$ cat src/cmt_pkg.sv
// ****************************************************************
// Shared constants for the compare-match interval timer
// ****************************************************************
package cmt_pkg;
    // Register indices; byte address is four times the index
    localparam logic [15:0] IDX_CTRL = 16'hF700;
    localparam logic [15:0] IDX_IOC = 16'hF701;
    localparam logic [15:0] IDX_STAT = 16'hF703;
    localparam logic [15:0] IDX_IEN = 16'hF704;
    localparam logic [15:0] IDX_CNT = 16'hF706;
    localparam logic [15:0] IDX_GRA = 16'hF708;
    localparam logic [15:0] IDX_START = 16'hF720;
    // Field positions
    localparam int CLR_LSB = 5;
    localparam int EDGE_LSB = 3;
    localparam int PSC_LSB = 0;
    localparam int IO_CAPTURE_BIT = 2;
    localparam int MATCH_FLAG_BIT = 0;
    localparam int MATCH_IEN_BIT = 0;
    localparam int START_BIT = 0;
    // Field codes
    localparam logic [2:0] CLR_ON_A = 3'h1;
    localparam logic [1:0] EDGE_RISE = 2'h0;
    localparam logic [1:0] EDGE_FALL = 2'h1;
    localparam logic [2:0] PSC_DIV1 = 3'h0;
    localparam logic [2:0] PSC_DIV2 = 3'h1;
    localparam logic [2:0] PSC_DIV4 = 3'h2;
    localparam logic [2:0] PSC_DIV8 = 3'h3;
    localparam logic [2:0] IO_NO_PIN = 3'h0;
    localparam logic [2:0] IO_PIN_LOW = 3'h1;
    localparam logic [2:0] IO_PIN_HIGH = 3'h2;
    // Reset values
    localparam logic [7:0] CTRL_RST = 8'h00;
    localparam logic [7:0] IOC_RST = 8'h00;
    localparam logic [15:0] CNT_RST = 16'h0000;
    localparam logic [15:0] GRA_RST = 16'hFFFF;
    // Bus answers
    localparam logic [1:0] RESP_OKAY = 2'h0;
    localparam logic [1:0] RESP_SLVERR = 2'h2;
    // Register selected by an address
    typedef enum logic [2:0] {
        SEL_NONE = 3'b000,
        SEL_CTRL = 3'b001,
        SEL_IOC = 3'b010,
        SEL_STAT = 3'b011,
        SEL_IEN = 3'b100,
        SEL_CNT = 3'b101,
        SEL_GRA = 3'b110,
        SEL_START = 3'b111
    } cmt_reg_e;
endpackage

$ cat src/cmt_cnt_if.sv
// ****************************************************************
// Link between the register file and the channel counter
// ****************************************************************
interface cmt_cnt_if;
    logic [2:0] clrSel;     // Counter clear selection
    logic start;            // Channel start
    logic tick;             // Selected count clock edge
    logic [15:0] gra;       // Compare value A
    logic wrEn;             // Software load of the counter
    logic [15:0] wrData;    // Value to load
    logic [15:0] count;     // Present count
    logic matchPulse;       // One-cycle compare match A
    modport regs (output clrSel, start, tick, gra, wrEn, wrData, input count, matchPulse);
    modport cnt (input clrSel, start, tick, gra, wrEn, wrData, output count, matchPulse);
endinterface

$ cat src/cmt_timer.sv
module cmt_timer import cmt_pkg::*; (
    // Clock and reset
    input wire logic clk,
    input wire logic rst,
    // Write address channel
    input wire logic s_axi_awvalid,
    output logic s_axi_awready,
    input wire logic [31:0] s_axi_awaddr,
    // Write data channel
    input wire logic s_axi_wvalid,
    output logic s_axi_wready,
    input wire logic [31:0] s_axi_wdata,
    input wire logic [3:0] s_axi_wstrb,
    // Write response channel
    output logic s_axi_bvalid,
    input wire logic s_axi_bready,
    output logic [1:0] s_axi_bresp,
    // Read address channel
    input wire logic s_axi_arvalid,
    output logic s_axi_arready,
    input wire logic [31:0] s_axi_araddr,
    // Read data channel
    output logic s_axi_rvalid,
    input wire logic s_axi_rready,
    output logic [31:0] s_axi_rdata,
    output logic [1:0] s_axi_rresp,
    // Interrupt
    output logic irq,
    // Compare pin
    output logic cmpPinOut,
    output logic cmpPinOe
);
    // ****************************************************************
    // Address decoding
    // ****************************************************************

    // Maps a byte address onto a register; used for reads and writes
    function automatic cmt_reg_e regSel(input logic [31:0] addr);
        cmt_reg_e sel;
        sel = SEL_NONE;
        if (addr[1:0] == 2'h0 && addr[31:18] == 14'h0000) begin
            unique case (addr[17:2])
                IDX_CTRL: sel = SEL_CTRL;
                IDX_IOC: sel = SEL_IOC;
                IDX_STAT: sel = SEL_STAT;
                IDX_IEN: sel = SEL_IEN;
                IDX_CNT: sel = SEL_CNT;
                IDX_GRA: sel = SEL_GRA;
                IDX_START: sel = SEL_START;
                default: sel = SEL_NONE;
            endcase
        end
        return sel;
    endfunction

    // ****************************************************************
    // Submodules
    // ****************************************************************

    cmt_cnt_if cntIf ();    // Counter link

    logic countTick;        // Selected count clock edge
    logic [7:0] ctrl_q, ctrl_d;     // Counter control, declared ahead of the prescaler

    // Count clock source
    cmt_prescaler cmt_prescaler_inst (
        .clk(clk),
        .rst(rst),
        .pscSel(ctrl_q[PSC_LSB +: 3]),
        .edgeSel(ctrl_q[EDGE_LSB +: 2]),
        .countTick(countTick)
    );

    // Counter and comparator
    cmt_counter cmt_counter_inst (
        .clk(clk),
        .rst(rst),
        .bus(cntIf)
    );

    // ****************************************************************
    // Write path state
    // ****************************************************************

    logic awReady_q, awReady_d;     // Address slot free
    logic wReady_q, wReady_d;       // Data slot free
    logic awHeld_q, awHeld_d;       // Address captured
    logic wHeld_q, wHeld_d;         // Data captured
    logic [31:0] awAddr_q, awAddr_d;
    logic [31:0] wData_q, wData_d;
    logic [3:0] wStrb_q, wStrb_d;
    logic bValid_q, bValid_d;
    logic [1:0] bResp_q, bResp_d;
    logic doWrite;                  // Both halves present
    cmt_reg_e wrSel;                // Target of the write

    // Address and data are taken in either order, then one write
    always_comb begin
        awHeld_d = awHeld_q;
        wHeld_d = wHeld_q;
        awAddr_d = awAddr_q;
        wData_d = wData_q;
        wStrb_d = wStrb_q;
        bValid_d = bValid_q;
        bResp_d = bResp_q;
        doWrite = awHeld_q && wHeld_q;
        wrSel = regSel(awAddr_q);
        // Capture address
        if (s_axi_awvalid && awReady_q) begin
            awHeld_d = 1'b1;
            awAddr_d = s_axi_awaddr;
        end
        // Capture data
        if (s_axi_wvalid && wReady_q) begin
            wHeld_d = 1'b1;
            wData_d = s_axi_wdata;
            wStrb_d = s_axi_wstrb;
        end
        // Perform the write and raise the response
        if (doWrite) begin
            awHeld_d = 1'b0;
            wHeld_d = 1'b0;
            bValid_d = 1'b1;
            bResp_d = (wrSel == SEL_NONE) ? RESP_SLVERR : RESP_OKAY;
        end else if (bValid_q && s_axi_bready) begin
            bValid_d = 1'b0;
        end
        // No new transfer until the response is gone
        awReady_d = !awHeld_d && !bValid_d && !doWrite;
        wReady_d = !wHeld_d && !bValid_d && !doWrite;
    end

    // Write path registers
    always_ff @(posedge clk) begin
        if (rst) begin
            awReady_q <= 1'b0;
            wReady_q <= 1'b0;
            awHeld_q <= 1'b0;
            wHeld_q <= 1'b0;
            awAddr_q <= 32'h00000000;
            wData_q <= 32'h00000000;
            wStrb_q <= 4'h0;
            bValid_q <= 1'b0;
            bResp_q <= RESP_OKAY;
        end else begin
            awReady_q <= awReady_d;
            wReady_q <= wReady_d;
            awHeld_q <= awHeld_d;
            wHeld_q <= wHeld_d;
            awAddr_q <= awAddr_d;
            wData_q <= wData_d;
            wStrb_q <= wStrb_d;
            bValid_q <= bValid_d;
            bResp_q <= bResp_d;
        end
    end

    // ****************************************************************
    // Timer registers
    // ****************************************************************

    logic [7:0] ioc_q, ioc_d;       // Compare I/O control
    logic flag_q, flag_d;           // Match flag A
    logic ien_q, ien_d;             // Match interrupt enable A
    logic [15:0] gra_q, gra_d;      // General compare A
    logic start_q, start_d;         // Channel start
    logic irq_q, irq_d;
    logic pinOut_q, pinOut_d;
    logic pinOe_q, pinOe_d;
    logic wrLo;                     // Byte lane 0 written
    logic wrHi;                     // Byte lane 1 written

    // Register writes, flag, interrupt and pin
    always_comb begin
        wrLo = doWrite && wStrb_q[0];
        wrHi = doWrite && wStrb_q[1];
        ctrl_d = ctrl_q;
        ioc_d = ioc_q;
        ien_d = ien_q;
        gra_d = gra_q;
        start_d = start_q;
        if (wrLo && wrSel == SEL_CTRL) begin
            ctrl_d = wData_q[7:0];
        end
        if (wrLo && wrSel == SEL_IOC) begin
            ioc_d = wData_q[7:0];
        end
        if (wrLo && wrSel == SEL_IEN) begin
            ien_d = wData_q[MATCH_IEN_BIT];
        end
        if (wrLo && wrSel == SEL_START) begin
            start_d = wData_q[START_BIT];
        end
        // Compare value, lane by lane
        if (wrLo && wrSel == SEL_GRA) begin
            gra_d[7:0] = wData_q[7:0];
        end
        if (wrHi && wrSel == SEL_GRA) begin
            gra_d[15:8] = wData_q[15:8];
        end
        // Flag: a match in the clearing cycle still sets it
        flag_d = flag_q;
        if (wrLo && wrSel == SEL_STAT && wData_q[MATCH_FLAG_BIT]) begin
            flag_d = 1'b0;
        end
        if (cntIf.matchPulse) begin
            flag_d = 1'b1;
        end
        // Request follows flag and enable; capture modes are not built,
        // so the same gating holds whatever the top I/O bit says
        irq_d = flag_q && ien_q;
        // Pin: code 000 leaves it undriven, capture codes too
        pinOut_d = pinOut_q;
        pinOe_d = 1'b0;
        if (!ioc_q[IO_CAPTURE_BIT] && ioc_q[2:0] != IO_NO_PIN) begin
            pinOe_d = 1'b1;
            if (cntIf.matchPulse) begin
                if (ioc_q[2:0] == IO_PIN_LOW) begin
                    pinOut_d = 1'b0;
                end else if (ioc_q[2:0] == IO_PIN_HIGH) begin
                    pinOut_d = 1'b1;
                end else begin
                    pinOut_d = ~pinOut_q;
                end
            end
        end
    end

    // Timer register storage
    always_ff @(posedge clk) begin
        if (rst) begin
            ctrl_q <= CTRL_RST;
            ioc_q <= IOC_RST;
            flag_q <= 1'b0;
            ien_q <= 1'b0;
            gra_q <= GRA_RST;
            start_q <= 1'b0;
            irq_q <= 1'b0;
            pinOut_q <= 1'b0;
            pinOe_q <= 1'b0;
        end else begin
            ctrl_q <= ctrl_d;
            ioc_q <= ioc_d;
            flag_q <= flag_d;
            ien_q <= ien_d;
            gra_q <= gra_d;
            start_q <= start_d;
            irq_q <= irq_d;
            pinOut_q <= pinOut_d;
            pinOe_q <= pinOe_d;
        end
    end

    // Counter link drive; a software load beats counting
    always_comb begin
        cntIf.clrSel = ctrl_q[CLR_LSB +: 3];
        cntIf.start = start_q;
        cntIf.tick = countTick;
        cntIf.gra = gra_q;
        cntIf.wrEn = wrSel == SEL_CNT && (wrLo || wrHi);
        cntIf.wrData = cntIf.count;
        if (wrLo) begin
            cntIf.wrData[7:0] = wData_q[7:0];
        end
        if (wrHi) begin
            cntIf.wrData[15:8] = wData_q[15:8];
        end
    end

    // ****************************************************************
    // Read path
    // ****************************************************************

    logic arReady_q, arReady_d;
    logic rValid_q, rValid_d;
    logic [31:0] rData_q, rData_d;
    logic [1:0] rResp_q, rResp_d;
    cmt_reg_e rdSel;

    // One read at a time; data one cycle after the address is taken
    always_comb begin
        rdSel = regSel(s_axi_araddr);
        rValid_d = rValid_q;
        rData_d = rData_q;
        rResp_d = rResp_q;
        if (s_axi_arvalid && arReady_q) begin
            rValid_d = 1'b1;
            rResp_d = RESP_OKAY;
            rData_d = 32'h00000000;     // Unused bits read zero
            unique case (rdSel)
                SEL_CTRL: rData_d[7:0] = ctrl_q;
                SEL_IOC: rData_d[7:0] = ioc_q;
                SEL_STAT: rData_d[MATCH_FLAG_BIT] = flag_q;
                SEL_IEN: rData_d[MATCH_IEN_BIT] = ien_q;
                SEL_CNT: rData_d[15:0] = cntIf.count;
                SEL_GRA: rData_d[15:0] = gra_q;
                SEL_START: rData_d[START_BIT] = start_q;
                SEL_NONE: rResp_d = RESP_SLVERR;
            endcase
        end else if (rValid_q && s_axi_rready) begin
            rValid_d = 1'b0;
        end
        arReady_d = !rValid_d;
    end

    // Read path registers
    always_ff @(posedge clk) begin
        if (rst) begin
            arReady_q <= 1'b0;
            rValid_q <= 1'b0;
            rData_q <= 32'h00000000;
            rResp_q <= RESP_OKAY;
        end else begin
            arReady_q <= arReady_d;
            rValid_q <= rValid_d;
            rData_q <= rData_d;
            rResp_q <= rResp_d;
        end
    end

    // ****************************************************************
    // Outputs, all from flip-flops
    // ****************************************************************

    assign s_axi_awready = awReady_q;
    assign s_axi_wready = wReady_q;
    assign s_axi_bvalid = bValid_q;
    assign s_axi_bresp = bResp_q;
    assign s_axi_arready = arReady_q;
    assign s_axi_rvalid = rValid_q;
    assign s_axi_rdata = rData_q;
    assign s_axi_rresp = rResp_q;
    assign irq = irq_q;
    assign cmpPinOut = pinOut_q;
    assign cmpPinOe = pinOe_q;
endmodule

$ cat src/cmt_prescaler.sv
// ****************************************************************
// Count clock selection and edge detection
// ****************************************************************
module cmt_prescaler import cmt_pkg::*; (
    // Clock and reset
    input wire logic clk,
    input wire logic rst,
    // Selection
    input wire logic [2:0] pscSel,
    input wire logic [1:0] edgeSel,
    // Count enable
    output logic countTick
);
    logic [2:0] div_q, div_d;   // Free-running divider
    logic lvl_q, lvl_d;         // Last divided level
    logic tick_q, tick_d;
    logic lvl;

    // Divided clock, edge picking and next values
    always_comb begin
        div_d = div_q + 3'h1;
        unique case (pscSel)
            PSC_DIV2: lvl = div_q[0];
            PSC_DIV4: lvl = div_q[1];
            PSC_DIV8: lvl = div_q[2];
            default: lvl = 1'b0;        // External clocks are not wired
        endcase
        lvl_d = lvl;
        if (pscSel == PSC_DIV1) begin
            tick_d = 1'b1;              // Undivided: every cycle counts
        end else if (edgeSel == EDGE_RISE) begin
            tick_d = lvl & ~lvl_q;
        end else if (edgeSel == EDGE_FALL) begin
            tick_d = ~lvl & lvl_q;
        end else begin
            tick_d = lvl ^ lvl_q;       // Both edges
        end
    end

    // Registers
    always_ff @(posedge clk) begin
        if (rst) begin
            div_q <= 3'h0;
            lvl_q <= 1'b0;
            tick_q <= 1'b0;
        end else begin
            div_q <= div_d;
            lvl_q <= lvl_d;
            tick_q <= tick_d;
        end
    end

    assign countTick = tick_q;
endmodule

$ cat src/cmt_counter.sv
// ****************************************************************
// Channel counter with compare match A
// ****************************************************************
module cmt_counter import cmt_pkg::*; (
    // Clock and reset
    input wire logic clk,
    input wire logic rst,
    // Control and status
    cmt_cnt_if.cnt bus
);
    logic [15:0] cnt_q, cnt_d;      // Channel counter
    logic match_q, match_d;         // Match event
    logic equal;

    // Next count and match detection
    always_comb begin
        equal = (cnt_q == bus.gra);
        cnt_d = cnt_q;
        match_d = 1'b0;
        if (bus.wrEn) begin
            cnt_d = bus.wrData;
        end else if (bus.start && bus.tick) begin
            match_d = equal;
            if (equal && bus.clrSel == CLR_ON_A) begin
                cnt_d = 16'h0000;
            end else begin
                cnt_d = cnt_q + 16'h0001;
            end
        end
    end

    // Registers
    always_ff @(posedge clk) begin
        if (rst) begin
            cnt_q <= CNT_RST;
            match_q <= 1'b0;
        end else begin
            cnt_q <= cnt_d;
            match_q <= match_d;
        end
    end

    assign bus.count = cnt_q;
    assign bus.matchPulse = match_q;
endmodule

$ cat config.mk
export PLATFORM = sky130hd
export DESIGN_NAME = cmt_timer
export DESIGN_NICKNAME = d
export VERILOG_FILES = /design/src/cmt_pkg.sv /design/src/cmt_cnt_if.sv /design/src/cmt_timer.sv /design/src/cmt_prescaler.sv /design/src/cmt_counter.sv
export SDC_FILE = /design/constraint.sdc
export NUM_CORES = 1
export LEC_CHECK = 0
export BUFFER_PORTS_ARGS = -buffer_cell sky130_fd_sc_hd__buf_2
export CAP_MARGIN = 10
export CORE_UTILIZATION = 58
export DETAILED_ROUTE_END_ITERATION = 6
export PLACE_DENSITY = 0.85
export SETUP_SLACK_MARGIN = 0.2
export SYNTH_ARGS = -nofsm -noshare
export SYNTH_HDL_FRONTEND = slang
export SYNTH_SLANG_ARGS = --single-unit
$ cat constraint.sdc
create_clock -name clk -period 4.1 [get_ports clk]
set_input_delay 0.205 -clock clk [delete_from_list [all_inputs] [get_ports clk]]
set_output_delay 0.205 -clock clk [all_outputs]
set_load 0.03 [all_outputs]
---- After elaboration in Yosys (flattened, before gate mapping) ----
Index checks and enable logic that the tools add are counted.
word-level totals
  input bits .............................. 107
  logic and storage cells ................. 156
  output and inout bits ................... 44
  register bits after elaboration ......... 137
cells by class
  muxes and demuxes ....................... 31
  bitwise operators ....................... 7
  reduce and logical (&&, ||, !) cells .... 49
  equality and inequality tests ........... 38
  $add $sub $neg .......................... 2
operators with widths
  kind                     number
  $eq A16 B16 Y1 const B   14
  $mux W16                 3
  $pmux W3 S7              2
  $logic_not A14 Y1        2
  $pmux W7 S4              1
  $logic_and A1 B1 Y1      27
  $eq A3 B3 Y1 const B     8
  $eq A3 B2 Y1 const B     7
  $add A16 B1 Y16 const B  1
  $eq A16 B16 Y1           1
  $mux W1                  16
  $mux W8                  2
  $pmux W8 S2              1
  $eq A3 B1 Y1 const B     5
  $logic_not A3 Y1         3
  $pmux W1 S7              1
  $logic_not A1 Y1         6
  $logic_not A2 Y1         3
  $mux W3                  2
  $reduce_and A2 Y1        3
  $mux W2                  2
  $ne A2 B2 Y1 const B     2
  $not A1 Y1               4
  $reduce_bool A2 Y1       2
  8 further kinds          9

---- Depth between registers and ports, before layout ----
Gate-level depths: netlist of run 1.
  word-level depth ........................ 8
  mapped depth ............................ 12
  depth with buffers taken out ............ 11

---- By module ----
Synthesis of run 1 repeated with hierarchy kept, for this count alone.
second synthesis, totals
  cells, all modules ...................... 835
  area, all modules ....................... 6,755.2 um^2
modules (own cells, without submodules)
  module         sequential area each (um^2)  times used  area an instance (um^2)  cells an instance
  cmt_timer      2,262.2                      1           5,281.3                  660
  cmt_counter    340.3                        1           1,218.7                  151
  cmt_prescaler  100.1                        1           255.2                    24

---- Least setup slack after synthesis of run 1 ----
Ideal clock, no wire load.
  kind .................................... input to register
  start ................................... input s_axi_araddr[6]
  end ..................................... register rData_q[7] (netlist: s_axi_rdata[7])
  setup time .............................. 0.120 ns
  data arrival time ....................... 2.077 ns
  data required time ...................... 3.980 ns
  buffers on the path ..................... 1
  cell stages on the path ................. 10
  path slack .............................. 1.903 ns
  cell sequence ........................... nor4b_1 nand3_1 o32ai_1 and3b_1 inv_1 ha_1 clkbuf_1 nand2_1 nor2_1 a211o_1
between the ends
  longest elaborated chain between the ends .. 5
  elaborated cells between the ends (all ways) .. 14
  those cells by class .................... 11 x eq/ne; 3 x mux
ends and longest elaborated chain
  item                                        line              text
  start, declared                             cmt_timer.sv:21   input wire logic [31:0] s_axi_araddr,
  $eq A16 B16 Y1                              cmt_timer.sv:42   unique case (addr[17:2])
  $pmux W3 S7 *                               cmt_timer.sv:42
  $mux W3 *                                   cmt_timer.sv:41   if (addr[1:0] == 2'h0 && addr[31:18] == 14'h0000) begin
  $eq A3 B3 Y1, or another cell as far along  cmt_timer.sv:290  unique case (rdSel)
  $pmux W7 S4 *                               cmt_timer.sv:290
  end signal, assigned                        cmt_timer.sv:316  rData_q <= rData_d;
  end, declared                               cmt_timer.sv:276  logic [31:0] rData_q, rData_d;
Every way passes the cells marked *; elsewhere a longest branch is shown, timed or not.
A chain may end at the register's enable or synchronous reset.

---- Worst setup path in the final report of run 1 ----
  start ................................... register awAddr_q[7]
  end ..................................... register cmt_counter_inst.cnt_q[3] (netlist: cmt_counter_inst.bus.count[3])
between the ends
  longest elaborated chain between the ends .. 7
  elaborated cells between the ends (all ways) .. 15
  those cells by class .................... 9 x eq/ne; 3 x mux; 3 x reduce/logical
ends and longest elaborated chain
  item                                                                        line               text
  start, declared                                                             cmt_timer.sv:89    logic [31:0] awAddr_q, awAddr_d;
  start signal, assigned                                                      cmt_timer.sv:150   awAddr_q <= awAddr_d;
  $eq A16 B16 Y1                                                              cmt_timer.sv:42
  $pmux W3 S7 *                                                               cmt_timer.sv:42
  $mux W3 *                                                                   cmt_timer.sv:41
  $eq A3 B3 Y1 *                                                              cmt_timer.sv:260   cntIf.wrEn = wrSel == SEL_CNT && (wrLo || wrHi);
  $logic_and A1 B1 Y1 *                                                       cmt_timer.sv:260
  $ne A2 B2 Y1 (no source line) / $reduce_bool A2 Y1 (equally long branches)  --
  $reduce_and A2 Y1 (no source line)                                          --
  end signal, assigned                                                        cmt_counter.sv:38  cnt_q <= cnt_d;
  end, declared                                                               cmt_counter.sv:11  logic [15:0] cnt_q, cnt_d;
Marks and branches as above.

==> results by group, run 1 <==
Timing
  • # setup viols final: 0
  • Setup slack after layout: roughly 1.4 ns
  • FMAX: roughly 360 MHz
  • Least-Margin Pin Slew: roughly 1.1 ns
  • Final Hold Vio Count: 0
  • Fin. max-slew vios: 0
  • Slew headroom: between 20 and 30%
  • RSZ-0062 raised after global routing: false
  • Clock skew: between 0.007 and 0.008 ns
  • Setup tns final: 0 ns
  • Minimum clock period: between 2 and 3 ns
  • Final period util: approximately two thirds

Setup path
  • CP Launch Type: register
  • Critical path class: register to register
  • CP top delay family: simple AND/OR/NAND/NOR gates
  • Worst-path fanout max: 12
  • Worst Path Arrival: a little over 3 ns
  • Worst path max stage delay: around 0.6 ns
  • CP cell instances: nor4b_1, o31ai_1, or4_4, a21oi_2, or2_2, o211ai_1
  • CP bufs+invs: 0
  • Worst Setup End Kind: register
  • Slowest cell on crit path: or4_4
  • WP data required: between 4 and 5 ns

Power and ir drop
  • Power per Cell Area: ~410 nW/um^2
  • Reg power frac: 44.1%
  • Switching share of power: 25.5%
  • Internal power: 2.37 mW
  • Combinational share of power: 7.6%
  • VDD IR max: between 0.3 and 0.4 mV
  • Net Sw Power: around 0.81 mW
  • Static Leak: ~3.2 nW
  • Clock network fraction of design power: between 40% and 50%

Placed design
  • HPWL Detailed: roughly 11000 um
  • PortBufs: around 110
  • Gpl congestion: ~0.88
  • Pre-CTS setup slack: roughly 1.1 ns

Floorplan
  • Die H: around 110 um
  • Core Area: roughly 11000 um^2
  • Row count: 38
  • Starting Density: ~60%
  • Ports: ~150
  • Die width: 109 um
  • Die area: about 12000 um^2

Synth
  • Seq cells post-synth: 135
  • Post-Syn Instances: roughly 780
  • Post-synth ARST share: 0%
  • Post-synth top flop: dfxtp_1
  • Mapped Avg Cell Area: around 8.4 um^2
  • Register area share after synthesis: between 40 and 50%
  • Number of enable flip-flop cells after synthesis: 0
  • Yosys cell types: between 70 and 80
  • Synth warn: 0
  • Syn Std Cell Area: between 6000 and 7000 um^2

Cells and area
  • Most common cell after layout, fill and taps aside: nand2_1
  • Final antenna diode count: 0
  • Most frequent cells in the layout: nand2_1, dfxtp_1, buf_2, a21oi_1, nor2_1
  • Final nets: slightly below 1000
  • Area Growth Syn to Fin: 16.4%
  • Layout cells sized above 1: approximately 20%

Run status
  • Violated checks: DRC
  • Outcome: complete, but fails checks

Drt
  • DR iter-0 viols: around 530
  • Vias/cell: around 5.8
  • Post-route ant nets: 0
  • DR vias: 5948
  • WL/cell: ~16 um
  • Drt drc: 2
  • Total wire length: roughly 16000 um
  • Pre-Repair DR Iteration Count: 7

Global routing
  • Initial antenna violation count: 0
  • Vias in the first global route: between 5000 and 6000
  • M2 GR Usage: 49.1%
  • Grt peak-use layer: met2
  • Global-route wire length before repair: roughly 26000 um
  • Met1 usage: 36.5%
  • Largest net degree at the start of global routing: a little over 80
  • Met3 Usage GRT: about 5.5%
  • Remaining global-route overflow: 0
  • Total track usage: 28.5%

CTS
  • Reg clk slew, reported paths: approximately 0.06 ns
  • Clk sinks: 135
  • Post-CTS Hold Fix Bufs: 0
  • CTS tree: done
  • Clk root buf: clkbuf_16
  • Post-cts resize count: 0
  • Skew-Pair Late Insertion Delay: around 0.42 ns
  • Num CTS Buffers: 17
  • Post-CTS setup buffers: 0
  • H-tree depth: 4
  • Clock tree buffer depth: 2

Hold path
  • Class of the worst hold path: input pin to register

Job
  • Max Cap Violations: 0
## worst min-delay path: cells and delay by family
family,cells,cell delay [ns]
AOI/OAI and AO/OA,1,0.05
buffers and inverters,1,0.09
and+or+nand+nor,1,0.04
## metal layers
layer / vias to the layer above / wire length, um
li1: 2905 / -
met3: 20 / 1060
met2: 253 / 7820
met1: 2770 / 7010
met4: 0 / 191
met5: - / 0
## synthesized netlist by cell type (all sizes together), types with 5 or more instances
library cell  number  area (um^2)
nor2b              9         56.3
xnor2             18          158
inv                9         33.8
nor4              15          155
and3               6         37.5
o211ai             6         45.0
nor3              15         80.1
nand4             19          138
a211o              8         70.1
nor2              60          225
clkbuf            36          135
a221oi             6         58.8
a22oi              7         52.6
o21ai              9         48.8
a21oi             73          373
ha                 8          100
dfxtp            135         2700
nor3b              6         45.0
buf               33          218
nand3             23          120
mux2               5         56.3
nand2            156          586
and2               5         31.3
mux2i             47          470
nor4b              6         58.8
a22o               8         70.1
## power by group through the flow
stage	clock [mW]	combinational (mW)	sequential, mW
finish	1.54	0.242	1.40
global route	1.63	0.270	1.41
CTS	1.55	0.242	1.40
detailed placement	0	0.240	1.43
global placement	0	0.236	1.43
floorplan	0	0.190	1.41
## worst paths after layout
| kind | cells after the start | endpoint | start | slack (ns) |
|---|---|---|---|---|
| max | 6 | cmt_counter_inst.bus.count[3] | awAddr_q[7] | 1.36 |
| min reg2reg | 2 | s_axi_rdata[13] | s_axi_rdata[13] | 0.45 |
| min | 3 | awAddr_q[10] | s_axi_awaddr[10] | 0.02 |
| max reg2reg | 6 | cmt_counter_inst.bus.count[3] | awAddr_q[7] | 1.36 |
## layout make-up
type,count,area (um^2)
clock inverters,14,163
fillers,864,3260
clock buffers,18,439
well taps,140,175
repair buffers,117,596
inverters,10,37.5
multi-input cells,585,3560
flip-flops and latches,135,2700
## stage by stage
step | cells | total power, mW | hold slack [ns] | util, % | cell area, um^2
after detailed placement | 987 | 1.67 | 0.437 | 64.7 | 7080
after floorplan | 799 | 1.60 | 0.341 | - | 6660
after global placement | 987 | 1.67 | 0.433 | 64.7 | 7080
after global routing | 1019 | 3.31 | 0.0224 | 70.2 | 7680
after CTS | 1019 | 3.20 | 0.0154 | 70.2 | 7680
final | 1019 | 3.19 | 0.0200 | 70.2 | 7680
## registers in the layout, summed over array words and instances (netlist names), 2 cells and up
signal and cells:
wStrb_q 2, cmt_counter_inst.bus.count 16, awAddr_q 32, wData_q 16, cmt_prescaler_inst.div_q 3, s_axi_rdata 16
cntIf.gra 16, ctrl_q 8, ioc_q 8
## kinds of logic (layout without fill, tap and decap cells)
family / after synthesis / after routing / share of synthesized area (%)
compound gates: 148 / 148 / 15.4
simple gates: 340 / 340 / 25.7
other cells: 1 / 18 / 0.0569
fa+ha+maj: 8 / 8 / 1.52
xor+xnor: 19 / 19 / 2.52
buf+inv: 79 / 159 / 5.92
flops: 135 / 135 / 41.0
mux: 52 / 52 / 7.99
Note: power is estimated with default switching activity, not from simulation.
==> inputs of run 2 (changes only) <==
CORE_UTILIZATION = 49   (was 58)
PLACE_DENSITY = 0.76   (was 0.85)
clock period = 2.44 ns   (was 4.1 ns; I/O delays follow)
==> run 2 against run 1 <==
Compared with the run above:
- the flow now finishes without violations
- power up 65%
- non-clock buffer count up 107
- final cell count up 14%
- first-iteration DRC count down 24%
- wire length up 13%
- worst hold slack better by 0.035 ns
- fmax up 22%
- sequential share of layout area down 4.7 points
- utilization down 3.0 points
- clock-buffer cell count up 6
- sequential cell count unchanged
- combinational power up 130%
- critical endpoint is now cmt_counter_inst.bus.count[12]
- largest cell class unchanged
- largest power group is now sequential cells
- highest routed layer unchanged
==> results by group, run 2 (same netlist as run 1, synthesis figures left out) <==
Placed design
  • PortBufs: roughly 110
  • Placed Instances: about 1100
  • Gpl congestion: approximately 0.87
  • HPWL Detailed: between 10000 and 15000 um
  • Placed Area: about 7500 um^2

Drt
  • Drt drc: 0
  • DR iter-0 viols: approximately 400
  • Pre-Repair DR Iteration Count: 5
  • WL/cell: around 16 um
  • DR vias: around 6300
  • Vias/cell: about 5.5
  • Post-route ant nets: 0
  • Total wire length: 18200 um

Setup path
  • Worst-path fanout max: 8
  • CP cell instances: nor4b_4, buf_4, nand4_1, nor4_4, buf_6, buf_12, nand2b_4, o21ai_2, a32o_1
  • Critical path class: register to register
  • CP bufs+invs: 3
  • Worst Path Arrival: 2.57 ns
  • Worst path max stage delay: about 0.47 ns
  • WP data required: 2.75 ns
  • CP top delay family: simple AND/OR/NAND/NOR gates
  • Slowest cell on crit path: nor4_4
  • CP Launch Type: register
  • Worst Setup End Kind: register

Cells and area
  • Largest register by flop count: awAddr_q
  • Finished Layout Cells: 1161
  • Fin area: between 8000 and 9000 um^2
  • Most frequent cells in the layout: nand2_1, dfxtp_1, buf_2, a21oi_1, nor2_1
  • Area Growth Syn to Fin: 34.5%
  • Final nets: approximately 1100
  • Final antenna diode count: 0
  • Most common cell after layout, fill and taps aside: nand2_1
  • Layout cells sized above 1: between 20% and 30%
  • Largest register FFs: 32
  • Filler Cell Count: 1035

Timing
  • # setup viols final: 0
  • RSZ-0062 raised after global routing: true
  • Slew headroom: 42.3%
  • Final Hold Vio Count: 0
  • Final period util: a little over 90%
  • Least-Margin Pin Slew: between 0.8 and 0.9 ns
  • Clock skew: 0.00956 ns
  • FMAX: around 440 MHz
  • Setup tns final: 0 ns
  • Minimum clock period: around 2.3 ns
  • Fin. max-slew vios: 0

Floorplan
  • Starting Density: 50.0%
  • Ports: around 150
  • Die width: approximately 120 um
  • Row count: 42
  • Core Area: about 13000 um^2
  • Die H: about 120 um
  • Die area: between 10000 and 15000 um^2

CTS
  • H-tree depth: 4
  • Clk sinks: between 100 and 150
  • Reg clk slew, reported paths: 0.06 ns
  • Clock tree buffer depth: 2
  • Clk root buf: clkbuf_16
  • Skew-Pair Late Insertion Delay: 0.43 ns
  • CTS tree: done
  • Num CTS Buffers: 17

Global routing
  • Total track usage: around a quarter
  • Met3 Usage GRT: 5.67%
  • M2 GR Usage: a little over two fifths
  • Met1 usage: about 34%
  • Global-route wire length before repair: between 20000 and 30000 um
  • Vias in the first global route: about 6000
  • Initial antenna violation count: 0
  • Remaining global-route overflow: 0
  • Largest net degree at the start of global routing: just over 50
  • Grt peak-use layer: met2

Power and ir drop
  • Static Leak: about 3.8 nW
  • VDD IR max: between 0.3 and 0.4 mV
  • Power per Cell Area: approximately 600 nW/um^2

Run status
  • Outcome: finished, final reports clean

Job
  • Max Cap Violations: 0

Hold path
  • Class of the worst hold path: input pin to register
run 2: changes by cell type in the layout (fill, tap and decap cells not counted), sizes merged:
cell / previous run / this run
inv: 15 / 9
dlygate4sd3: 0 / 51
clkbuf: 18 / 24
buf: 117 / 173
bufinv: 2 / 0
clkinvlp: 2 / 3
run 2: final cells by class:
cell class / count / area (um^2) / share of cell area (%)
well taps: 176 / 220 / 2.48
repair buffers: 224 / 1600 / 18.0
clock inverters: 7 / 46.3 / 0.522
clock buffers: 24 / 492 / 5.54
multi-input cells: 585 / 3770 / 42.5
flip-flops and latches: 135 / 2710 / 30.5
inverters: 10 / 37.5 / 0.423
run 2: routing by layer:
| layer | share of wire [%] | wire length, um |
|---|---|---|
| met1 | 45 | 8160 |
| met2 | 47 | 8500 |
| met3 | 5.8 | 1050 |
| met4 | 2.6 | 465 |
| met5 | 0 | 0 |
run 2: what timing repair did:
item	CTS	global route
buffers inserted	3	13
resized for setup	12	31
hold buffers	51	0
pin swaps	4	11
cloned	0	0
setup endpoints to repair	21	42
endpoints found under the hold margin	52	0
run 2: metrics by stage:
stage / total power, mW / hold WS (ns) / setup slack, ns / util [%]
after floorplan: 2.69 / 0.258 / 0.258 / -
after global placement: 2.84 / 0.363 / 0.0827 / 56.5
after detailed placement: 2.85 / 0.369 / 0.0432 / 56.5
after CTS: 5.23 / 0.0486 / 0.192 / 65.0
after global routing: 5.43 / 0.0751 / 0.107 / 67.2
final: 5.24 / 0.0545 / 0.185 / 67.2
run 2: final timing paths:
kind	cells after the start	to	slack (ns)	from
hold / removal	3	s_axi_wready	0.05	s_axi_bready
hold reg to reg	1	cmt_prescaler_inst.div_q[0]	0.44	cmt_prescaler_inst.div_q[0]
setup / recovery	9	cmt_counter_inst.bus.count[12]	0.19	awAddr_q[18]
setup reg to reg	9	cmt_counter_inst.bus.count[12]	0.19	awAddr_q[18]
run 2: tightest hold or removal path: cells and delay by family:
family | cells | cell delay [ns]
and+or+nand+nor | 2 | 0.22
buffers and inverters | 1 | 0.08
run 2: where the power goes:
group | switching, mW | internal [mW] | total [mW]
Clock | 0.940 | 1.39 | 2.33
Combinational | 0.303 | 0.252 | 0.556
Sequential | 0.0768 | 2.28 | 2.35
==> inputs of run 3 (changes only) <==
ABC_AREA = 1   (was not set)
==> run 3 against run 2 <==
Compared with the run above:
- worst setup slack better by 0.18 ns
- register-to-register slack improved by 0.18 ns
- power is 5.6% higher
- critical endpoint is now cmt_counter_inst.bus.count[1]
- highest routed layer unchanged
==> results by group, run 3 <==
Synth
  • Mapped Avg Cell Area: approximately 7 um^2
  • Synth warn: 0
  • Post-synth top flop: dfxtp_1
  • Area share of the largest cell type after synthesis: 39.9%
  • Number of enable flip-flop cells after synthesis: 0
  • Seq cells post-synth: between 100 and 150
  • Syn Std Cell Area: 6770 um^2
  • Register area share after synthesis: between 30% and 40%
  • Yosys cell types: 38
  • Cell with the most instances after synthesis: nand2_1
  • Yosys top cell by area: dfxtp_1
  • Post-Syn Instances: 968
  • Post-synth ARST share: 0%
  • Synth top cells by count: nand2_1, nor2_1, dfxtp_1
  • Top cells by area, synth: dfxtp_1, nand2_1, nor2_1, o21ai_0, inv_1

Cells and area
  • Largest register by flop count: awAddr_q
  • Most frequent cells in the layout: nand2_1, nor2_1, dfxtp_1, buf_2, inv_1
  • Largest register FFs: 32
  • Finished Layout Cells: 1300
  • Layout cells sized above 1: 17.4%
  • Post-Route Utilization: between 60% and 70%
  • Final nets: 1228
  • Area Growth Syn to Fin: 25.0%
  • Final antenna diode count: 0
  • Most common cell after layout, fill and taps aside: nand2_1

Placed design
  • PortBufs: around 110
  • HPWL Detailed: 11800 um
  • Gpl congestion: 0.920
  • Placed Instances: 1235
  • Pre-CTS setup slack: ~0.17 ns

CTS
  • Reg clk slew, reported paths: 0.06 ns
  • Num CTS Buffers: 17
  • Clk root buf: clkbuf_16
  • Clock tree buffer depth: 2
  • CTS tree: done
  • Skew-Pair Late Insertion Delay: 0.42 ns
  • Clk sinks: roughly 140
  • H-tree depth: 4

Setup path
  • Reg2reg end: cmt_counter_inst.bus.count[1]
  • Worst Reg-to-Reg Cells: 13
  • Critical path class: register to register
  • R2R Setup Slk: approximately 0.37 ns
  • CP Launch Type: register
  • Worst-path fanout max: 9
  • Worst Path Arrival: ~2.4 ns
  • Critical R2R Launch: awAddr_q[20]
  • Worst Setup End Kind: register
  • WP data required: approximately 2.8 ns

Power and ir drop
  • Static Leak: about 4 nW
  • Power per Cell Area: 654 nW/um^2
  • VDD IR max: between 0.6 and 0.7 mV

Timing
  • Slew headroom: approximately 50%
  • Fin. max-slew vios: 0
  • Setup tns final: 0 ns
  • Setup slack after layout: ~0.37 ns
  • Minimum clock period: around 2.1 ns
  • Clock skew: roughly 0.011 ns
  • Final period util: between 80% and 90%
  • WHS: about 0.0042 ns
  • FMAX: 483 MHz
  • Final Hold Vio Count: 0
  • Least-Margin Pin Slew: between 0.7 and 0.8 ns
  • RSZ-0062 raised after global routing: true
  • # setup viols final: 0

Job
  • Max Cap Violations: 0

Hold path
  • Hold Path Sink: wStrb_q[1]
  • HP Start: s_axi_wstrb[1]
  • Class of the worst hold path: input pin to register
  • Worst hold path depth: 3

Floorplan
  • Row count: 42
  • Ports: 151
  • Die area: 14300 um^2
  • Die H: approximately 120 um
  • Core Area: ~13000 um^2
  • Starting Density: about 51%
  • Die width: roughly 120 um

Run status
  • Outcome: finished, final reports clean

Drt
  • Vias/cell: 5.10
  • WL/cell: approximately 13 um
  • Drt drc: 0
  • DR vias: 6628
  • Total wire length: ~17000 um
  • Pre-Repair DR Iteration Count: 5
  • DR iter-0 viols: just over 400
  • Post-route ant nets: 0

Global routing
  • Initial antenna violation count: 0
  • Remaining global-route overflow: 0
  • Total track usage: about a quarter
  • Vias in the first global route: 6130
  • Largest net degree at the start of global routing: 70
  • Global-route wire length before repair: between 20000 and 30000 um
==> run 3: changes by cell type after synthesis, sizes merged, moves of 15 or more <==
cell	before	now
mux2i	47	0
nand3	23	73
o211ai	6	25
nand2	156	176
inv	9	105
a21oi	73	53
nor2	60	156
o21ai	9	91
nor4	15	0
==> run 3: kinds of logic (layout without fill, tap and decap cells) <==
logic type | after synthesis | after routing | share of synthesized area (%)
AO/OA/AOI/OAI | 180 | 180 | 14.7
XOR/XNOR | 25 | 25 | 3.23
adder cells (fa/ha/maj) | 8 | 8 | 1.48
buffers and inverters | 168 | 307 | 11.0
AND/OR/NAND/NOR | 451 | 451 | 29.6
other | 1 | 18 | 0.0554
flip-flops | 135 | 135 | 39.9
==> run 3: power by group <==
group	total (mW)	switching (mW)	internal, mW
Combinational	0.503	0.313	0.190
Sequential	2.34	0.0485	2.29
Clock	2.69	0.915	1.78
==> run 3: through the flow <==
stage | power (mW) | cell area, um^2
after global routing | 5.73 | 8460
after detailed placement | 2.84 | 7450
final | 5.54 | 8460
after CTS | 5.56 | 8380
after floorplan | 2.71 | 6830
after global placement | 2.83 | 7450
==> run 3: cell type report <==
class,instances,area [um^2]
fill,1180,4890
multi-input combinational,682,3400
sequential,135,2700
timing repair buffer,171,1110
clock buffer,22,474
inverter,106,402
tap,176,220
clock inverter,8,146
==> run 3: critical path, cell delays in order, from the launching register on <==
cell     delay, ns
dfxtp_1       0.32
nor2_1        0.13
nand2_1       0.07
nor2_1        0.11
nand2_1       0.17
nor2_8        0.22
nand2_4       0.08
nor2_4        0.20
buf_12        0.14
nand4_4       0.17
nand2_4       0.18
inv_2         0.05
nor2_1        0.09
nor2_1        0.04
==> run 3: repair_timing <==
action | in CTS | in global routing
hold buffers | 31 | 0
gates resized for setup | 0 | 5
setup buffers | 0 | 4
endpoints found under the setup margin | 0 | 23
endpoints found under the hold margin | 31 | 0
==> run 3: worst max-delay path by stage <==
| stage | start | end | slack [ns] | cells past startpoint |
|---|---|---|---|---|
| 2_1_floorplan | s_axi_araddr[19] | s_axi_rdata[5] | 0.36 | 13 |
| 3_3_place_gp | s_axi_araddr[8] | s_axi_rdata[7] | 0.23 | 18 |
| 3_5_place_dp | s_axi_araddr[13] | s_axi_rdata[7] | 0.17 | 19 |
| 4_1_cts | awAddr_q[16] | cmt_counter_inst.bus.count[8] | 0.29 | 11 |
| 5_1_grt | awHeld_q | ctrl_q[5] | 0.20 | 8 |
| 6_report | awAddr_q[20] | cmt_counter_inst.bus.count[1] | 0.37 | 13 |
==> run 3: routing by layer <==
layer / vias to the layer above / wire [um] / global-route usage [%]
li1: 3416 / - / -
met4: 0 / 342 / 8.75
met3: 32 / 995 / 4.94
met5: - / 0 / 0
met2: 221 / 8360 / 43.4
met1: 2959 / 7500 / 31.1
